<file path="src/core/sar_seq_regs.vh">
// Register offsets, field positions and timing counts for the converter sequencer
`ifndef SAR_SEQ_REGS_VH
`define SAR_SEQ_REGS_VH
`define OFS_STATUS_CONTROL   4'h0
`define OFS_RESULT_HIGH      4'h4
`define OFS_RESULT_LOW       4'h8
`define OFS_CLOCK_CONFIG     4'hC
`define SC_DONE_BIT          7
`define SC_IRQ_EN_BIT        6
`define SC_CONT_BIT          5
`define CC_PRESCALE_HI       7
`define CC_PRESCALE_LO       5
`define CC_SRC_SEL_BIT       4
`define CC_FMT_HI_BIT        3
`define CC_FMT_LO_BIT        2
`define SC_RESET_VAL         8'h1F
`define CC_RESET_VAL         8'h00
`define CH_UPPER_REF         5'h1D
`define CH_LOWER_REF         5'h1E
`define CH_POWER_OFF         5'h1F
`define CH_LAST_PIN          5'h09
`define CODE_FULL_SCALE      10'h3FF
`define CODE_ZERO_SCALE      10'h000
`define CONV_ADC_CYCLES      5'h10
`endif

</file>
<file path="src/core/sar_adc_sequencer.v">
// Control logic of a 10-bit successive-approximation converter with Wishbone registers
//
// Design decisions made here: the placing of the registers and the Wishbone interface to the registers.
`timescale 1ns/1ps
`include "sar_seq_regs.vh"
// Notes on behaviour
// - Selected pin taken from port logic
// - Port writes ignored on selected pin
// - Port read of claimed pin returns 0
// - Reference inputs give 3FF and 000
// - Status/control write starts a conversion unless channel is all ones
// - Conversion lasts 16 to 17 converter clocks
// - Partial first cycle counts as seventeenth
// - Source select picks bus or crystal clock
// - Continuous mode overwrites both result registers, only the low one when truncated
// - Continuous conversions repeat until bit cleared
// - Done flag set by first continuous conversion only
// - Four result formats via two-bit field
// - Left: high eight bits, low two bits
// - High read locks results until low read
// - Right: top two high, eight low
// - Signed left inverts result bit nine
// - Truncated: upper eight in low, no interlock
// - Interrupt enable requests interrupt per conversion
// - With interrupts, done flag reads zero
// - Keeps running in wait; interrupt wakes
// - Ten channels shared with two ports
// - Codes 0-9 pins, 1D/1E references
// - All-ones channel code powers off
// - Prescaler 1,2,4,8, top bit sixteen
// - Status/control write aborts running conversion
module sar_adc_sequencer #(
  parameter [1:0] FMT_LEFT   = 2'h0,
  parameter [1:0] FMT_RIGHT  = 2'h1,
  parameter [1:0] FMT_SIGNED = 2'h2,
  parameter [1:0] FMT_TRUNC  = 2'h3,
  parameter       NCH        = 10
) (
  input  wire            CLK_I,        // Bus clock, 200 MHz
  input  wire            SRST_I,       // Synchronous reset, active high
  input  wire            CYC_I,        // Wishbone cycle
  input  wire            STB_I,        // Wishbone strobe
  input  wire            WE_I,         // Wishbone write enable
  input  wire [3:0]      ADR_I,        // Wishbone byte address
  input  wire [3:0]      SEL_I,        // Wishbone byte selects
  input  wire [31:0]     DAT_I,        // Wishbone write data
  output reg  [31:0]     DAT_O,        // Wishbone read data
  output reg             ACK_O,        // Wishbone acknowledge
  input  wire            XTAL_TICK_I,  // Crystal reference clock, sampled
  input  wire            CMP_HIGH_I,   // Analog comparator: input at or above trial
  output wire [9:0]      TRIAL_CODE_O, // Trial code to resistor array
  output wire [4:0]      ANALOG_SEL_O, // Analog multiplexer select
  output wire            ANALOG_PWR_O, // Converter analog power enable
  output wire            IRQ_O,        // Conversion interrupt request
  input  wire [NCH-1:0]  PORT_OUT_I,   // Port logic output levels
  input  wire [NCH-1:0]  PORT_DIR_I,   // Port logic directions, 1 = output
  input  wire [NCH-1:0]  PIN_LEVEL_I,  // Pin levels
  output wire [NCH-1:0]  PIN_OUT_O,    // Pin drive levels
  output wire [NCH-1:0]  PIN_OE_O,     // Pin output enables
  output wire [NCH-1:0]  PORT_READ_O   // Pin levels seen by port reads
);
  localparam ST_IDLE = 2'h0;
  localparam ST_SYNC = 2'h1;
  localparam ST_CONV = 2'h2;

  reg  [4:0]  chan_r;
  reg         cont_r;
  reg         irq_en_r;
  reg         done_r;
  reg         irq_r;
  reg  [7:0]  clk_cfg_r;
  reg  [1:0]  state_r;
  reg  [4:0]  step_r;
  reg  [9:0]  sar_r;
  reg  [3:0]  div_cnt_r;
  reg         xtal_d_r;
  reg  [7:0]  res_hi_r;
  reg  [7:0]  res_lo_r;
  reg         lock_r;
  reg         first_done_r;
  reg         ack_nxt;

  wire        req       = CYC_I & STB_I & ~ACK_O;
  wire        wr        = req & WE_I & SEL_I[0];
  wire        rd        = req & ~WE_I;
  wire        wr_sc     = wr & (ADR_I == `OFS_STATUS_CONTROL);
  wire        rd_hi     = rd & (ADR_I == `OFS_RESULT_HIGH);
  wire        rd_lo     = rd & (ADR_I == `OFS_RESULT_LOW);
  wire [1:0]  fmt       = clk_cfg_r[`CC_FMT_HI_BIT:`CC_FMT_LO_BIT];
  wire        pin_sel   = chan_r <= `CH_LAST_PIN;
  wire        powered   = chan_r != `CH_POWER_OFF;

  // Selected-pin one-hot, shared by the port override paths
  function [NCH-1:0] pin_mask;
    input [4:0] ch;
    integer k;
    begin
      pin_mask = {NCH{1'b0}};
      for (k = 0; k < NCH; k = k + 1) begin
        if (ch == k[4:0])
          pin_mask[k] = 1'b1;
      end
    end
  endfunction

  wire [NCH-1:0] claim = pin_sel ? pin_mask(chan_r) : {NCH{1'b0}};
  assign PIN_OUT_O    = PORT_OUT_I & ~claim;
  assign PIN_OE_O     = PORT_DIR_I & ~claim;
  assign PORT_READ_O  = PIN_LEVEL_I & ~claim;
  assign ANALOG_SEL_O = chan_r;
  assign ANALOG_PWR_O = powered;
  assign IRQ_O        = irq_r;

  // Converter clock: source select then prescaler
  wire xtal_edge = XTAL_TICK_I & ~xtal_d_r;
  wire src_tick  = clk_cfg_r[`CC_SRC_SEL_BIT] ? 1'b1 : xtal_edge;
  reg  [3:0] div_max;
  always @* begin
    case (clk_cfg_r[`CC_PRESCALE_HI:`CC_PRESCALE_LO])
      3'h0:    div_max = 4'h0;
      3'h1:    div_max = 4'h1;
      3'h2:    div_max = 4'h3;
      3'h3:    div_max = 4'h7;
      default: div_max = 4'hF;
    endcase
  end
  wire adc_tick = src_tick & (div_cnt_r >= div_max);

  // Result value: references forced, pins from the successive approximation
  wire [9:0] trial = sar_r | (10'h200 >> step_r[3:0]);
  assign TRIAL_CODE_O = trial;
  wire [9:0] final_code = (chan_r == `CH_UPPER_REF) ? `CODE_FULL_SCALE :
                          (chan_r == `CH_LOWER_REF) ? `CODE_ZERO_SCALE :
                          sar_r;
  wire conv_end = (state_r == ST_CONV) & adc_tick & (step_r == `CONV_ADC_CYCLES - 5'h1);
  wire interlock = (fmt != FMT_TRUNC);
  wire store = conv_end & ~(interlock & lock_r);

  always @(posedge CLK_I) begin
    if (SRST_I) begin
      chan_r       <= `CH_POWER_OFF;
      cont_r       <= 1'b0;
      irq_en_r     <= 1'b0;
      done_r       <= 1'b0;
      irq_r        <= 1'b0;
      clk_cfg_r    <= `CC_RESET_VAL;
      state_r      <= ST_IDLE;
      step_r       <= 5'h00;
      sar_r        <= 10'h000;
      div_cnt_r    <= 4'h0;
      xtal_d_r     <= 1'b0;
      res_hi_r     <= 8'h00;
      res_lo_r     <= 8'h00;
      lock_r       <= 1'b0;
      first_done_r <= 1'b0;
      ACK_O        <= 1'b0;
    end else begin
      ACK_O    <= ack_nxt;
      xtal_d_r <= XTAL_TICK_I;
      if (src_tick)
        div_cnt_r <= adc_tick ? 4'h0 : div_cnt_r + 4'h1;
      if (wr & (ADR_I == `OFS_CLOCK_CONFIG))
        clk_cfg_r <= DAT_I[7:0];
      // Interlock: high read latches, low read releases
      if (rd_lo)
        lock_r <= 1'b0;
      else if (rd_hi & interlock)
        lock_r <= 1'b1;
      case (state_r)
        ST_IDLE: begin
        end
        ST_SYNC: begin
          // Wait for first converter clock; partial cycle counts as one
          if (adc_tick) begin
            state_r <= ST_CONV;
            step_r  <= 5'h00;
            sar_r   <= 10'h000;
          end
        end
        ST_CONV: begin
          if (adc_tick) begin
            if (step_r < 5'h0A)
              sar_r <= CMP_HIGH_I ? trial : sar_r;
            step_r <= step_r + 5'h01;
            if (conv_end) begin
              step_r  <= 5'h00;
              state_r <= (cont_r & powered) ? ST_CONV : ST_IDLE;
              if (cont_r)
                sar_r <= 10'h000;
            end
          end
        end
        default: state_r <= ST_IDLE;
      endcase
      if (store) begin
        case (fmt)
          FMT_RIGHT: begin
            res_hi_r <= {6'h00, final_code[9:8]};
            res_lo_r <= final_code[7:0];
          end
          FMT_SIGNED: begin
            res_hi_r <= {~final_code[9], final_code[8:2]};
            res_lo_r <= {final_code[1:0], 6'h00};
          end
          FMT_TRUNC: begin
            res_lo_r <= final_code[9:2];
          end
          default: begin
            res_hi_r <= final_code[9:2];
            res_lo_r <= {final_code[1:0], 6'h00};
          end
        endcase
      end
      // Completion events win over clears
      if (conv_end) begin
        first_done_r <= 1'b1;
        if (irq_en_r)
          irq_r <= 1'b1;
        else if (~cont_r | ~first_done_r)
          done_r <= 1'b1;
      end else if (wr_sc | rd_hi | rd_lo) begin
        done_r <= 1'b0;
        irq_r  <= 1'b0;
      end
      if (wr_sc) begin
        chan_r       <= DAT_I[4:0];
        cont_r       <= DAT_I[`SC_CONT_BIT];
        irq_en_r     <= DAT_I[`SC_IRQ_EN_BIT];
        first_done_r <= 1'b0;
        state_r      <= (DAT_I[4:0] != `CH_POWER_OFF) ? ST_SYNC : ST_IDLE;
        step_r       <= 5'h00;
        if (~conv_end) begin
          done_r <= 1'b0;
          irq_r  <= 1'b0;
        end
      end
    end
  end

  // Bus answer one cycle after request; unmapped reads give zero
  always @* begin
    ack_nxt = CYC_I & STB_I & ~ACK_O;
  end

  always @(posedge CLK_I) begin
    if (SRST_I) begin
      DAT_O <= 32'h00000000;
    end else if (rd) begin
      case (ADR_I)
        `OFS_STATUS_CONTROL:
          DAT_O <= {24'h000000, done_r & ~irq_en_r, irq_en_r, cont_r, chan_r};
        `OFS_RESULT_HIGH:    DAT_O <= {24'h000000, res_hi_r};
        `OFS_RESULT_LOW:     DAT_O <= {24'h000000, res_lo_r};
        `OFS_CLOCK_CONFIG:   DAT_O <= {24'h000000, clk_cfg_r[7:2], 2'h0};
        default:             DAT_O <= 32'h00000000;
      endcase
    end
  end
endmodule

</file>
<file path="config.mk">
export PLATFORM = sky130hd
export DESIGN_NAME = sar_adc_sequencer
export DESIGN_NICKNAME = d
export VERILOG_FILES = /design/src/core/sar_adc_sequencer.v
export VERILOG_INCLUDE_DIRS = /design/src /design/src/core
export SDC_FILE = /design/constraint.sdc
export NUM_CORES = 1
export LEC_CHECK = 0
export ABC_AREA = 1
export BUFFER_PORTS_ARGS = -buffer_cell sky130_fd_sc_hd__buf_4
export CAP_MARGIN = 0
export CORE_MARGIN = 5
export CORE_UTILIZATION = 30
export DETAILED_ROUTE_END_ITERATION = 6
export GPL_TIMING_DRIVEN = 0
export MAX_ROUTING_LAYER = met4
export SLEW_MARGIN = 20
export SYNTH_ARGS = -nofsm -noshare
export SYNTH_HDL_FRONTEND = slang
export SYNTH_SLANG_ARGS = --single-unit
</file>
<file path="constraint.sdc">
create_clock -name CLK_I -period 2.4 [get_ports CLK_I]
set_clock_uncertainty 0.1 [all_clocks]
set_input_delay 0.72 -clock CLK_I [delete_from_list [all_inputs] [get_ports CLK_I]]
set_output_delay 0.72 -clock CLK_I [all_outputs]
set_load 0.02 [all_outputs]
</file>
==> summary.md <==
| Metric | Value |
|---|---|
| Worst r2r src | `clk_cfg_r[7]` |
| Post-DR wirelength/cell | `12.1 um` |
| Initial antenna violation count | `0` |
| Count of final hold-check violations | `0` |
| CTS root buf | `clkbuf_16` |
| Clk_lat worst skew | `340 ps` |
| Worst EP arrival | `1480 ps` |
| Post-synth EDFFs | `0` |
| Final hold slack | `362 ps` |
| Fmax | `434 MHz` |
| Detailed Route WL | `11.2 mm` |
| Core area | `12700 um^2` |
| Met2 usage | `22.4%` |
| Final Non-Filler Cells | `921` |
| Worst-path fanout max | `8` |
| GR Overflow Total | `0` |
| Worst path required time | `1580 ps` |
| Post-CTS Repair Setup Buffers | `0` |
| Htree depth | `3` |
| Vias in the first global route | `3564` |
| DRC violations left | `0` |
| Nets | `838` |
| CP endpoint kind | `output pin` |
| Post-synth ARST share | `0%` |
| Cell breakdown of the critical path | `buf_4 -> nor3_4 -> inv_1 -> nor2_2 -> nor2_1 -> buf_4` |
| Max Cap Viol | `0` |
| WS Path Type | `register to output pin` |
| DP Cell Count | `906` |
| Drt via density | `4.26` |
| #FFs+latches synth | `64` |
| RSZ-0062 raised after global routing | `true` |
| Worst IR Drop VDD | `0.233 mV` |
| First DRT Iteration DRCs | `214` |
| CTS tree | `built` |
| P per Cell Area | `494 nW/um^2` |
| Via count | `3928` |
| Area of the die | `15400 um^2` |
| Cells after synthesis | `607` |
| Register area share after synthesis | `32.8%` |
| DP Worst Slack | `-92.6 ps` |
| Tcrit/Tclk final | `96.0%` |
| FP Rows | `41` |
| Placer congestion estimate | `0.858` |
| Slowest stage cell, crit path | `dfxtp_1` |
| Met1 usage | `20.0%` |
| Worst-case clock buffer depth | `2` |
| Initial Util | `30.8%` |
| PortBufs | `104` |
| Post-route ant nets | `0` |
| Tmin final | `2300 ps` |
| Startpoint class of the critical path | `register` |
| Primary FF master, synth | `dfxtp_1` |
| Drt pass-1 iters | `4` |
| Die width | `124 um` |
| First-pass GRT wire length | `17.6 mm` |
| Cell area after synthesis | `3900 um^2` |
| Met3 Use GR | `4.31%` |
| Crit-path max cell delay | `310 ps` |
| All-Layer GR Usage | `15.0%` |
| Fin util | `41.8%` |
| Number of clock sinks | `64` |
| ANT cells | `0` |
| Critical Path Start | `ANALOG_SEL_O[3]` |
| Area added between synthesis and finish | `35.7%` |
| Share of layout cells above drive strength 1 | `23.8%` |
| Worst-Margin Slew | `616 ps` |
| Avg Cell Area, Syn | `6.43 um^2` |
| Rel. slew slack | `58.8%` |
| Outcome | `finished, final reports clean` |
| Leak | `2.63 nW` |
| Slew Viols, Final | `0` |
| Hold wc startpoint | `first_done_r` |
| Synth cell types | `37` |
| Final setup margin | `97.1 ps` |
| Ports | `157` |
| CP most frequent cell | `buf_4` |
| Gr busiest metal | `met2` |
| Largest net degree at the start of global routing | `13` |
| # setup viols final | `0` |
| Yosys Warn Count | `0` |
| Height of the chip | `124 um` |
| Reg clk slew, reported paths | `60 ps` |
| HP Class | `register to register` |
| Cts hold-fix bufs | `0` |
| TritonCTS Buffers | `9` |
| Hpwl dp | `9.00 mm` |
-- cells by family after synthesis --
group                      after synthesis  synth area share, %
and+or+nand+nor                        284                 31.1
adders and majority gates               17                 5.45
AOI/OAI and AO/OA                      100                 14.0
DFF                                     64                 32.8
other                                    1               0.0961
buffers and inverters                  139                 16.1
xor gates and xnor gates                 2                0.449
-- routing by layer --
metal  part of all wire [%]  vias to the layer above
li1                       -                     2131
met1                     47                     1693
met2                     47                       93
met3                    5.2                       11
met4                    1.1                        0
met5                      0                        -
-- cells in the final DEF, fill, tap and decap left out, types with 4 or more instances in the layout --
cell,synthesis,routed
nor2_1,93,90
nand3_1,30,30
inv_1,101,100
dfxtp_1,64,61
a21oi_1,31,30
nor2_2,1,4
buf_2,5,4
nand2_1,134,133
o22ai_1,4,4
o21ai_0,50,50
nand4_1,5,5
o211ai_1,5,5
nor3_1,6,5
buf_4,25,130
clkbuf_1,5,4
nand2_2,4,5
ha_1,17,17
conb_1,1,24
clkbuf_16,0,9
-- Yosys cell counts (6+ instances only) --
cell type	number	area, um^2
nand2_1	134	503
inv_1	101	379
nor2_1	93	349
dfxtp_1	64	1280
o21ai_0	50	250
a21oi_1	31	155
nand3_1	30	150
buf_4	25	188
ha_1	17	213
nor3_1	6	30.0
-- through the flow --
step,total power (W),setup TNS [ps],area [um^2]
floorplan,0.00128,0,3990
detailed placement,0.00141,-424,4990
global route,0.00274,-271,5300
finish,0.00261,0,5300
global placement,0.00141,-294,4990
CTS,0.00265,0,5280
-- critical path, delay by kind of cell (launching register included) --
| kind | cells | cell delay, ps |
|---|---|---|
| and+or+nand+nor | 3 | 420 |
| DFF | 1 | 310 |
| buffers and inverters | 3 | 420 |
-- registers in the layout, summed over array words and instances (netlist names) --
register / count
sar_r: 10
DAT_O: 8
res_hi_r: 8
res_lo_r: 8
clk_cfg_r: 6
ANALOG_SEL_O: 5
step_r: 5
div_cnt_r: 4
state_r: 2
ACK_O: 1
IRQ_O: 1
cont_r: 1
done_r: 1
first_done_r: 1
irq_en_r: 1
lock_r: 1
xtal_d_r: 1
-- final timing paths --
path | end | slack [ps] | cells after the start
worst max-delay path | PIN_OE_O[6] | 100 | 6
worst min-delay path | first_done_r | 360 | 2
worst max register to register | step_r[2] | 260 | 11
worst min register to register | first_done_r | 360 | 2
-- layout make-up --
class / instances / area, um^2
plain buffers: 35 / 241
clock buffers: 10 / 239
clock inverters: 6 / 43.8
fillers: 1382 / 7370
inverters: 103 / 387
multi-input cells: 427 / 2100
flip-flops and latches: 64 / 1280
well taps: 172 / 215
repair buffers: 104 / 781
-- power by group --
group          leakage, nW  switching (W)  total (W)  internal (W)
sequential           0.516     0.00000454    0.00107       0.00107
clock                0.139       0.000497    0.00123      0.000729
combinational         1.97       0.000173   0.000315      0.000141
-- repair_timing --
action / 4_1_cts / 5_1_grt
gates cloned: 0 / 0
resized for setup: 4 / 9
hold endpoints to repair: 0 / 0
setup endpoints to repair: 12 / 34
(Power assumes the default switching activity.)
